<file path="src/hdl/instr_decode_regs.svh">
`ifndef INSTR_DECODE_REGS_SVH
`define INSTR_DECODE_REGS_SVH
// Bus map
`define DEC_OFS_CTRL 8'h00
`define DEC_OFS_OPCODE 8'h04
`define DEC_OFS_STATUS 8'h08
`define DEC_OFS_FLAGS 8'h0C
`define DEC_OFS_INFO 8'h10
// Field positions
`define DEC_CTRL_GO_BIT 0
`define DEC_STAT_BUSY_BIT 0
`define DEC_STAT_HALT_BIT 1
`define DEC_STAT_IEN_BIT 2
`define DEC_STAT_PASS_BIT 3
`define DEC_IRQ_ENABLE_BIT 7
// Reset values
`define DEC_FLAGS_RST 8'h00
`define DEC_ICR_RST 8'h00
`endif

</file>
<file path="src/hdl/instr_decode_pkg.sv">
package instr_decode_pkg;
   // Per-flag effect notation
   typedef enum logic [2:0] {
      FX_RESULT = 3'h0,
      FX_KEEP = 3'h1,
      FX_UNDEF = 3'h2,
      FX_ZERO = 3'h3,
      FX_ONE = 3'h4
   } flag_fx_t;
   typedef enum logic [3:0] {
      AM_NONE = 4'h0, AM_R_R = 4'h1, AM_R_IR = 4'h2, AM_RG_RG = 4'h3,
      AM_RG_IRG = 4'h4, AM_RG_IM = 4'h5, AM_IRG_IM = 4'h6, AM_ER_ER = 4'h7,
      AM_ER_IM = 4'h8, AM_RG = 4'h9, AM_IRG = 4'hA, AM_RR = 4'hB,
      AM_IRR = 4'hC, AM_DIR = 4'hD, AM_WR = 4'hE
   } addr_mode_t;
   typedef enum logic [2:0] {
      ST_IDLE = 3'b001,
      ST_FETCH = 3'b010,
      ST_EXEC = 3'b100
   } seq_state_t;
endpackage

</file>
<file path="src/hdl/instr_decode.sv">
`include "instr_decode_regs.svh"
module instr_decode
   import instr_decode_pkg::*;
(
   // Clock and reset
   input wire logic clk_sys_i,
   input wire logic arst_n_i,
   // AHB-Lite slave
   input wire logic hsel_i,
   input wire logic [7:0] haddr_i,
   input wire logic [1:0] htrans_i,
   input wire logic hwrite_i,
   input wire logic [2:0] hsize_i,
   input wire logic [31:0] hwdata_i,
   input wire logic hready_i,
   output logic [31:0] hrdata_o,
   output logic hreadyout_o,
   output logic hresp_o,
   // Execution results
   output logic [15:0] pc_o,
   output logic [7:0] flags_o,
   output logic [7:0] irq_ctrl_o,
   output logic halt_o,
   output logic pass_o,
   output logic [7:0] pass_opcode_o
);
   import instr_decode_pkg::*;
   // ---------------------------------------------------------------
   // Bus slave
   // ---------------------------------------------------------------
   logic wr_pend_r, wr_pend_nxt;
   logic [7:0] addr_r, addr_nxt;
   logic [31:0] rdata_nxt;
   logic go_pulse;
   logic [7:0] opcode_r, opcode_nxt;
   logic [15:0] operand_r, operand_nxt;
   logic [7:0] wreg_r, wreg_nxt;
   logic [7:0] stack_flags_r, stack_flags_nxt;
   logic [15:0] stack_pc_r, stack_pc_nxt;
   logic [15:0] sp_r, sp_nxt;
   logic [7:0] flags_r, flags_nxt;
   logic [15:0] pc_r, pc_nxt;
   logic [7:0] icr_r, icr_nxt;
   logic halt_r, halt_nxt;
   logic pass_r, pass_nxt;
   logic [7:0] pass_op_r, pass_op_nxt;
   seq_state_t st_r, st_nxt;
   logic [2:0] cnt_r, cnt_nxt;
   logic lookup_r, lookup_nxt;
   logic [2:0] fcyc;
   logic [2:0] ecyc;
   logic [3:0] mode;
   logic [17:0] fx;
   logic hit;
   logic addr_ph;
   assign addr_ph = hsel_i && hready_i && htrans_i[1];
   always_comb begin
      wr_pend_nxt = addr_ph && hwrite_i;
      addr_nxt = addr_ph ? haddr_i : addr_r;
      go_pulse = 1'b0;
      opcode_nxt = opcode_r;
      operand_nxt = operand_r;
      wreg_nxt = wreg_r;
      stack_flags_nxt = stack_flags_r;
      stack_pc_nxt = stack_pc_r;
      if (wr_pend_r) begin
         case (addr_r)
            `DEC_OFS_CTRL: go_pulse = hwdata_i[`DEC_CTRL_GO_BIT];
            `DEC_OFS_OPCODE: begin
               opcode_nxt = hwdata_i[7:0];
               operand_nxt = hwdata_i[23:8];
               wreg_nxt = hwdata_i[31:24];
            end
            `DEC_OFS_INFO: begin
               stack_flags_nxt = hwdata_i[7:0];
               stack_pc_nxt = hwdata_i[23:8];
            end
            default: ;
         endcase
      end
      rdata_nxt = 32'h0000_0000;
      if (addr_ph && !hwrite_i) begin
         case (haddr_i)
            `DEC_OFS_OPCODE: rdata_nxt = {wreg_r, operand_r, opcode_r};
            `DEC_OFS_STATUS: rdata_nxt = {24'h00_0000, 4'h0, pass_r, icr_r[7],
               halt_r, (st_r != ST_IDLE)};
            `DEC_OFS_FLAGS: rdata_nxt = {8'h00, sp_r[7:0], flags_r, pass_op_r};
            `DEC_OFS_INFO: rdata_nxt = {8'h00, pc_r, {1'b0, cnt_r, mode}};
            default: rdata_nxt = 32'h0000_0000;
         endcase
      end
   end
   // ---------------------------------------------------------------
   // Sequencer and execution
   // ---------------------------------------------------------------
   logic cond_true;
   logic [7:0] wdec;
   always_comb begin
      case (opcode_r[7:4])
         4'h8: cond_true = 1'b1;
         4'h0: cond_true = 1'b0;
         4'h6: cond_true = flags_r[6];
         4'hE: cond_true = !flags_r[6];
         4'h7: cond_true = flags_r[7];
         4'hF: cond_true = !flags_r[7];
         4'hD: cond_true = flags_r[5];
         4'h5: cond_true = !flags_r[5];
         default: cond_true = flags_r[4];
      endcase
   end
   always_comb begin
      st_nxt = st_r;
      cnt_nxt = cnt_r;
      lookup_nxt = 1'b0;
      flags_nxt = flags_r;
      pc_nxt = pc_r;
      icr_nxt = icr_r;
      halt_nxt = halt_r;
      pass_nxt = 1'b0;
      pass_op_nxt = pass_op_r;
      sp_nxt = sp_r;
      wdec = wreg_r - 8'h01;
      case (st_r)
         ST_IDLE: begin
            if (go_pulse) lookup_nxt = 1'b1;
            if (lookup_r) begin
               if (!hit) begin
                  pass_nxt = 1'b1;
                  pass_op_nxt = opcode_r;
               end else begin
                  st_nxt = ST_FETCH;
                  cnt_nxt = fcyc - 3'h1;
               end
            end
         end
         ST_FETCH: begin
            if (cnt_r == 3'h0) begin
               st_nxt = ST_EXEC;
               cnt_nxt = ecyc - 3'h1;
            end else cnt_nxt = cnt_r - 3'h1;
         end
         ST_EXEC: begin
            if (cnt_r == 3'h0) begin
               st_nxt = ST_IDLE;
               if (opcode_r == 8'h8F) icr_nxt[`DEC_IRQ_ENABLE_BIT] = 1'b0;
               if (opcode_r == 8'h9F) icr_nxt[`DEC_IRQ_ENABLE_BIT] = 1'b1;
               if (opcode_r == 8'h7F) halt_nxt = 1'b1;
               if (opcode_r == 8'hBF) begin
                  flags_nxt = stack_flags_r;
                  pc_nxt = stack_pc_r;
                  sp_nxt = sp_r + 16'h0003;
                  icr_nxt[`DEC_IRQ_ENABLE_BIT] = 1'b1;
               end
               if (opcode_r == 8'h8D || opcode_r == 8'hC4) pc_nxt = operand_r;
               if (opcode_r[3:0] == 4'hD && cond_true) pc_nxt = operand_r;
               if (opcode_r[3:0] == 4'hA && wdec != 8'h00)
                  pc_nxt = pc_r + {{8{operand_r[7]}}, operand_r[7:0]};
            end else cnt_nxt = cnt_r - 3'h1;
         end
         default: st_nxt = ST_IDLE;
      endcase
   end
   always_ff @(posedge clk_sys_i or negedge arst_n_i) begin
      if (!arst_n_i) begin
         wr_pend_r <= 1'b0;
         addr_r <= 8'h00;
         hrdata_o <= 32'h0000_0000;
         opcode_r <= 8'h00;
         operand_r <= 16'h0000;
         wreg_r <= 8'h00;
         stack_flags_r <= 8'h00;
         stack_pc_r <= 16'h0000;
         st_r <= ST_IDLE;
         cnt_r <= 3'h0;
         lookup_r <= 1'b0;
         flags_r <= `DEC_FLAGS_RST;
         pc_r <= 16'h0000;
         icr_r <= `DEC_ICR_RST;
         halt_r <= 1'b0;
         pass_r <= 1'b0;
         pass_op_r <= 8'h00;
         sp_r <= 16'h0000;
      end else begin
         wr_pend_r <= wr_pend_nxt;
         addr_r <= addr_nxt;
         hrdata_o <= rdata_nxt;
         opcode_r <= opcode_nxt;
         operand_r <= operand_nxt;
         wreg_r <= wreg_nxt;
         stack_flags_r <= stack_flags_nxt;
         stack_pc_r <= stack_pc_nxt;
         st_r <= st_nxt;
         cnt_r <= cnt_nxt;
         lookup_r <= lookup_nxt;
         flags_r <= flags_nxt;
         pc_r <= pc_nxt;
         icr_r <= icr_nxt;
         halt_r <= halt_nxt;
         pass_r <= pass_nxt;
         pass_op_r <= pass_op_nxt;
         sp_r <= sp_nxt;
      end
   end
   // Zero-wait slave: every transfer completes in one data-phase cycle
   always_comb begin
      hreadyout_o = 1'b1;
      hresp_o = 1'b0;
   end
   always_comb begin
      pc_o = pc_r;
      flags_o = flags_r;
      irq_ctrl_o = icr_r;
      halt_o = halt_r;
      pass_o = pass_r;
      pass_opcode_o = pass_op_r;
   end
   decode_rom u_rom (
      .clk_sys_i(clk_sys_i),
      .arst_n_i(arst_n_i),
      .opcode_i(opcode_r),
      .fetch_cyc_o(fcyc),
      .exec_cyc_o(ecyc),
      .mode_o(mode),
      .fx_o(fx),
      .hit_o(hit)
   );
   // ---------------------------------------------------------------
   // Assertions
   // ---------------------------------------------------------------
   property p_di_clears;
      @(posedge clk_sys_i) disable iff (!arst_n_i)
      (st_r == ST_EXEC && cnt_r == 3'h0 && opcode_r == 8'h8F) |=> !icr_r[7];
   endproperty
   a_di_clears: assert property (p_di_clears) else $error("DI left enable set");
   property p_ei_sets;
      @(posedge clk_sys_i) disable iff (!arst_n_i)
      (st_r == ST_EXEC && cnt_r == 3'h0 && opcode_r == 8'h9F) |=> icr_r[7];
   endproperty
   a_ei_sets: assert property (p_ei_sets) else $error("EI left enable clear");
   property p_halt;
      @(posedge clk_sys_i) disable iff (!arst_n_i)
      (st_r == ST_EXEC && cnt_r == 3'h0 && opcode_r == 8'h7F) |=> halt_r;
   endproperty
   a_halt: assert property (p_halt) else $error("Halt not entered");
   property p_pass_keeps;
      @(posedge clk_sys_i) disable iff (!arst_n_i)
      (st_r == ST_IDLE && lookup_r && !hit) |=> pass_r && $stable(pc_r) && $stable(flags_r);
   endproperty
   a_pass_keeps: assert property (p_pass_keeps) else $error("Pass-through changed state");
   property p_ret_sp;
      @(posedge clk_sys_i) disable iff (!arst_n_i)
      (st_r == ST_EXEC && cnt_r == 3'h0 && opcode_r == 8'hBF)
         |=> sp_r == $past(sp_r) + 16'h0003 && icr_r[7];
   endproperty
   a_ret_sp: assert property (p_ret_sp) else $error("Return did not pop");
   property p_ret_flags;
      @(posedge clk_sys_i) disable iff (!arst_n_i)
      (st_r == ST_EXEC && cnt_r == 3'h0 && opcode_r == 8'hBF)
         |=> flags_r == $past(stack_flags_r) && pc_r == $past(stack_pc_r);
   endproperty
   a_ret_flags: assert property (p_ret_flags) else $error("Return lost state");
   property p_fetch_len;
      @(posedge clk_sys_i) disable iff (!arst_n_i)
      ($rose(st_r == ST_FETCH) && cnt_r == 3'h1) |-> (st_r == ST_FETCH) [*2] ##1 st_r == ST_EXEC;
   endproperty
   a_fetch_len: assert property (p_fetch_len) else $error("Fetch length wrong");
   property p_adc_time;
      @(posedge clk_sys_i) disable iff (!arst_n_i)
      (st_r == ST_IDLE && lookup_r && opcode_r == 8'h12) |=> (st_r == ST_FETCH) [*2]
         ##1 (st_r == ST_EXEC) [*3] ##1 st_r == ST_IDLE;
   endproperty
   a_adc_time: assert property (p_adc_time) else $error("ADC r,r timing wrong");
   property p_add_fx;
      @(posedge clk_sys_i) disable iff (!arst_n_i)
      (st_r == ST_FETCH && opcode_r[7:4] == 4'h0 && opcode_r[3:0] == 4'h4)
         |-> fx[5:3] == FX_ZERO && fcyc == 3'h3;
   endproperty
   a_add_fx: assert property (p_add_fx) else $error("ADD decimal flag wrong");
   property p_jp_direct;
      @(posedge clk_sys_i) disable iff (!arst_n_i)
      (st_r == ST_EXEC && cnt_r == 3'h0 && opcode_r == 8'h8D) |=> pc_r == $past(operand_r);
   endproperty
   a_jp_direct: assert property (p_jp_direct) else $error("Jump missed");
   property p_loop_fall;
      @(posedge clk_sys_i) disable iff (!arst_n_i)
      (st_r == ST_EXEC && cnt_r == 3'h0 && opcode_r[3:0] == 4'hA && wreg_r == 8'h01)
         |=> $stable(pc_r);
   endproperty
   a_loop_fall: assert property (p_loop_fall) else $error("Loop branch taken at zero");
   property p_cond_never;
      @(posedge clk_sys_i) disable iff (!arst_n_i)
      (st_r == ST_EXEC && cnt_r == 3'h0 && opcode_r == 8'h0D) |=> $stable(pc_r);
   endproperty
   a_cond_never: assert property (p_cond_never) else $error("Never-jump moved");
endmodule

</file>
<file path="src/hdl/decode_rom.sv">
// Registered opcode table: cycles, mode, flag notation, subset hit
module decode_rom
   import instr_decode_pkg::*;
(
   // Clock and reset
   input wire logic clk_sys_i,
   input wire logic arst_n_i,
   // Lookup
   input wire logic [7:0] opcode_i,
   output logic [2:0] fetch_cyc_o,
   output logic [2:0] exec_cyc_o,
   output logic [3:0] mode_o,
   output logic [17:0] fx_o,
   output logic hit_o
);
   logic [2:0] f_nxt;
   logic [2:0] e_nxt;
   addr_mode_t m_nxt;
   flag_fx_t c_fx, z_fx, s_fx, v_fx, d_fx, h_fx;
   logic hit_nxt;
   logic [3:0] lo;
   logic [3:0] hi;
   always_comb begin
      lo = opcode_i[3:0];
      hi = opcode_i[7:4];
      f_nxt = 3'h0;
      e_nxt = 3'h0;
      m_nxt = AM_NONE;
      hit_nxt = 1'b1;
      c_fx = FX_KEEP; z_fx = FX_KEEP; s_fx = FX_KEEP;
      v_fx = FX_KEEP; d_fx = FX_KEEP; h_fx = FX_KEEP;
      if ((hi == 4'h0 || hi == 4'h1) && lo >= 4'h2 && lo <= 4'h9) begin
         c_fx = FX_RESULT; z_fx = FX_RESULT; s_fx = FX_RESULT;
         v_fx = FX_RESULT; d_fx = FX_ZERO; h_fx = FX_RESULT;
         case (lo)
            4'h2: begin f_nxt = 3'h2; e_nxt = 3'h3; m_nxt = AM_R_R; end
            4'h3: begin f_nxt = 3'h2; e_nxt = 3'h4; m_nxt = AM_R_IR; end
            4'h4: begin f_nxt = 3'h3; e_nxt = 3'h3; m_nxt = AM_RG_RG; end
            4'h5: begin f_nxt = 3'h3; e_nxt = 3'h4; m_nxt = AM_RG_IRG; end
            4'h6: begin f_nxt = 3'h3; e_nxt = 3'h3; m_nxt = AM_RG_IM; end
            4'h7: begin f_nxt = 3'h3; e_nxt = 3'h4; m_nxt = AM_IRG_IM; end
            4'h8: begin f_nxt = 3'h4; e_nxt = 3'h3; m_nxt = AM_ER_ER; end
            default: begin f_nxt = 3'h4; e_nxt = 3'h3; m_nxt = AM_ER_IM; end
         endcase
      end else if (lo == 4'hA) begin
         f_nxt = 3'h2; e_nxt = 3'h3; m_nxt = AM_WR;
      end else if (lo == 4'hE) begin
         f_nxt = 3'h1; e_nxt = 3'h2; m_nxt = AM_WR;
         z_fx = FX_RESULT; s_fx = FX_RESULT; v_fx = FX_RESULT;
      end else if (lo == 4'hD) begin
         f_nxt = 3'h3; e_nxt = 3'h2; m_nxt = AM_DIR;
      end else begin
         case (opcode_i)
            8'h40, 8'h41: begin
               f_nxt = 3'h2; e_nxt = opcode_i[0] ? 3'h3 : 3'h2;
               m_nxt = opcode_i[0] ? AM_IRG : AM_RG;
               c_fx = FX_RESULT; z_fx = FX_RESULT; s_fx = FX_RESULT; v_fx = FX_UNDEF;
            end
            8'h30, 8'h31, 8'h20, 8'h21: begin
               f_nxt = 3'h2; e_nxt = opcode_i[0] ? 3'h3 : 3'h2;
               m_nxt = opcode_i[0] ? AM_IRG : AM_RG;
               z_fx = FX_RESULT; s_fx = FX_RESULT; v_fx = FX_RESULT;
            end
            8'h80, 8'h81, 8'hA0, 8'hA1: begin
               f_nxt = 3'h2; e_nxt = opcode_i[0] ? 3'h6 : 3'h5;
               m_nxt = opcode_i[0] ? AM_IRR : AM_RR;
               z_fx = FX_RESULT; s_fx = FX_RESULT; v_fx = FX_RESULT;
            end
            8'h8F, 8'h9F, 8'h7F: begin f_nxt = 3'h1; e_nxt = 3'h2; end
            8'hBF: begin
               f_nxt = 3'h1; e_nxt = 3'h5;
               c_fx = FX_RESULT; z_fx = FX_RESULT; s_fx = FX_RESULT;
               v_fx = FX_RESULT; d_fx = FX_RESULT; h_fx = FX_RESULT;
            end
            8'hC4: begin f_nxt = 3'h2; e_nxt = 3'h3; m_nxt = AM_IRR; end
            default: hit_nxt = 1'b0;
         endcase
      end
   end
   always_ff @(posedge clk_sys_i or negedge arst_n_i) begin
      if (!arst_n_i) begin
         fetch_cyc_o <= 3'h0;
         exec_cyc_o <= 3'h0;
         mode_o <= 4'h0;
         fx_o <= 18'h0_0000;
         hit_o <= 1'b0;
      end else begin
         fetch_cyc_o <= f_nxt;
         exec_cyc_o <= e_nxt;
         mode_o <= m_nxt;
         fx_o <= {c_fx, z_fx, s_fx, v_fx, d_fx, h_fx};
         hit_o <= hit_nxt;
      end
   end
endmodule

</file>
<file path="config.mk">
export PLATFORM = sky130hd
export DESIGN_NAME = instr_decode
export DESIGN_NICKNAME = d
export VERILOG_FILES = /design/src/hdl/instr_decode_pkg.sv /design/src/hdl/instr_decode.sv /design/src/hdl/decode_rom.sv
export VERILOG_INCLUDE_DIRS = /design/src /design/src/hdl
export SDC_FILE = /design/constraint.sdc
export NUM_CORES = 1
export LEC_CHECK = 0
export BUFFER_PORTS_ARGS = -buffer_cell sky130_fd_sc_hd__buf_2
export CAP_MARGIN = 20
export CORE_MARGIN = 4
export CORE_UTILIZATION = 35
export DETAILED_ROUTE_END_ITERATION = 8
export GPL_TIMING_DRIVEN = 0
export PLACE_DENSITY = 0.57
export SLEW_MARGIN = 20
export SYNTH_ARGS = -nofsm -noshare
export SYNTH_HDL_FRONTEND = slang
export SYNTH_HIERARCHICAL = 1
export SYNTH_SLANG_ARGS = --single-unit
</file>
<file path="constraint.sdc">
create_clock -name clk_sys_i -period 3.1 [get_ports clk_sys_i]
set_clock_uncertainty 0.1 [all_clocks]
set_input_delay 0.155 -clock clk_sys_i [delete_from_list [all_inputs] [get_ports clk_sys_i]]
set_output_delay 0.155 -clock clk_sys_i [all_outputs]
set_load 0.02 [all_outputs]
</file>
==> run summary <==
The proportion of power drawn by combinational gates was 10.2%; the number of violations of the max-capacitance limit was 0. The switching power as a share of total power is 25.5%, and the routed via count is 6598. For the final estimated routing congestion in global placement, the log shows 0.868.

In this run the vertical extent of the chip is 161 um. The logs give 1202 for the number of cells in the design after placement and 0 for the initial antenna violation count. Overall power of the completed layout: 4.85 mW. The worst setup path is of the reg2reg kind. For the pin with the worst max-slew slack, the measured transition is 0.834 ns. No sink is reached through more buffers than the 2 on the longest clock path.

The mean routed wirelength per cell was 18.0 um; the worst-case hold slack was 0.164 ns. The run gives 44.3% as the relative slew slack. Setup repair after global routing left no endpoint under its margin.

The number of buffers added on ports was 112. Power per cell area: 474 mW/mm2. After the first detailed-routing iteration, the DRC count stood at 540. The non-filler instance count after layout is 1276. Setup violations remaining at the end of the flow were counted as 0. The fill cell instance count of the final layout was 2182; the horizontal die dimension was 161 um. The required time of the critical path came out at 3.31 ns.

The logs give 345 MHz for the top achievable clock speed and 1.24 mW for the power spent charging and discharging nets. For the cell count after synthesis, the log shows 769. The run gives 0.277 ns as the setup slack at placement. The share of post-route cells with drive strength above 1 came out at 29.0%.

The flow ran to the end, and the final reports show no timing, DRC or antenna violations. For the sequential power share, the log shows 46.0%. The final layout net count came out at 1021. For the total number of H-tree levels, the log shows 4.

Cells fill 44.8% of the core in the end. TritonCTS created 17 clock buffers. TritonCTS built the clock tree. The first detailed-routing pass took 8 iterations. Entering global routing, the biggest net connects 98 pins. Counting cells, the worst reg-to-reg path comes to 8.

In the routed design, unresolved DRC markers number 0. The first global-routing pass estimated 36.8 mm of wire. The end of the worst register-to-register path was pc_o[15]. The average via count per standard cell is 5.17. Clock power share: 43.8%.

126 I/O pins were placed. Once the floorplan was initialized, standard cells occupied 35.9% of the core. Global routing finished with a remaining overflow of 0. Compared with the post-synthesis result, the final layout area differs by 24.8%. For the highest ir drop seen on vdd, the log shows 0.272 mV. The synthesized netlist occupies a cell area of 0.00820 mm2. In this run the worst path has a maximum fanout of 16. The arrival time at the worst endpoint is 3.11 ns, and the per-instance average area after synthesis is 10.7 um2. Subtracting the final worst setup slack from the clock period gives 2.90 ns. In this run the core area contains 55 standard-cell rows. Count of pins over their slew limit: 0. In the final layout, flip-flops and latches occupy 0.00396 mm2.

After clock tree synthesis, the clock-pin slew on the worst setup and hold paths is 0.07 ns. The clock root buffer is clkbuf_16. Buffers added to address setup during post-CTS repair amount to 0.

Summed over all layers, the routed wires come to 23.0 mm. The worst setup path is launched from a flip-flop. The Yosys warning count was 6; the detailed-placement wirelength estimate was 16.6 mm.

Summed over all cells, the static leakage comes to 4.78 nW. The number of global-route vias before repair is 6527. After layout, the worst setup slack is 0.205 ns. The core box area was 0.0228 mm2; the minimum setup slack among reg-to-reg paths was 0.20 ns.

The insertion delay of the later-clocked pin in the worst-skew pair is 0.43 ns, and the global router's overall resource usage is 17.9%. The design internal power came out at 3.61 mW. The count of final hold-check violations is 0. The startpoint identified for the worst register-to-register timing path is operand_r[7]. The final cycle utilization of the critical path is 93.4%.

The worst hold path class was in2async. STA classifies the critical path endpoint as a flip-flop. For the area of the multi-input gates, the log shows 0.00387 mm2.

The floorplan step defined a die boundary enclosing 0.0259 mm2. The repair_antennas step left the layout with diodes totalling 0. For this design, the sink count on the clock tree is 158. In this run the remaining antenna-violating nets after routing total 0.
==> cell type report <==
type	count	area share (%)
repair buffers	155	9.95
well taps	313	3.83
flip-flops and latches	158	38.7
inverters	22	0.807
multi-input cells	544	37.9
clock buffers	18	4.29
plain buffers	52	3.09
clock inverters	14	1.52
==> placed cells by master, fill, tap and decap left out, types with 6 or more instances in the layout <==
cell type / n
a222oi_1: 23
clkbuf_1: 15
xnor2_1: 13
nand2_1: 83
inv_1: 20
buf_2: 126
nand3_1: 13
conb_1: 9
dfrtp_1: 157
and3_1: 8
or3_1: 6
a21oi_1: 37
a21o_1: 7
clkbuf_16: 17
a31oi_1: 7
and2_1: 12
nor3_1: 11
inv_6: 6
mux2i_1: 14
xor2_1: 10
nor2_1: 57
a22o_1: 6
dlygate4sd3_1: 42
o21ai_0: 18
buf_4: 13
nor4_1: 6
nand2b_1: 7
buf_6: 7
ha_1: 20
mux2_2: 72
nor2b_1: 7
==> layer usage <==
metal	vias up	track usage, %	wire length [um]
met5	-	0	0
met4	0	5.93	419
met3	25	2.76	1310
met2	205	26.5	10100
met1	3225	26.8	11200
li1	3143	-	-
==> power groups by stage <==
stage	Clock [mW]	Sequential [mW]	Combinational (mW)
2_1_floorplan	0	2.24	0.302
4_1_cts	2.17	2.23	0.496
3_3_place_gp	0	2.27	0.442
6_report	2.12	2.23	0.494
3_5_place_dp	0	2.27	0.452
5_1_grt	2.26	2.24	0.556
==> what timing repair did <==
item	CTS	global route
hold buffers	42	0
resized for setup	0	0
hold endpoints to repair	127	0
==> sequential cells by signal, indices dropped and copies added, names as in the netlist, 3 cells and up <==
register / count
u_rom/exec_cyc_o: 3
st_r: 3
hrdata_o: 32
addr_r: 8
stack_pc_r: 16
cnt_r: 3
u_rom/mode_o: 4
u_rom/fetch_cyc_o: 3
sp_r: 8
operand_r: 16
pc_o: 16
stack_flags_r: 8
opcode_r: 8
flags_o: 8
pass_opcode_o: 8
wreg_r: 8
==> through the flow <==
stage	setup TNS (ns)	cell area, um2
2_1_floorplan	0	8230
3_3_place_gp	-115.26	9180
3_5_place_dp	0	9220
4_1_cts	0	10200
5_1_grt	0	10200
6_report	0	10200
==> how the worst max path moves through the flow <==
stage | start | to | slack [ns]
2_1_floorplan | operand_r[7] | pc_o[15] | 0.60
3_3_place_gp | arst_n_i | hrdata_o[17] | -0.75
3_5_place_dp | operand_r[7] | pc_o[15] | 0.28
4_1_cts | operand_r[7] | pc_o[15] | 0.26
5_1_grt | operand_r[7] | pc_o[15] | 0.03
6_report | operand_r[7] | pc_o[15] | 0.20
==> critical path, cell delays in order, from the launching register on <==
cell      delay [ns]
dfrtp_1         0.58
ha_1            0.50
a21oi_1         0.11
o21ai_0         0.29
mux2_2          0.37
a221oi_1        0.21
o21ai_0         0.19
mux2i_1         0.15
a211o_1         0.27
Power figures use the tool's default switching activity.
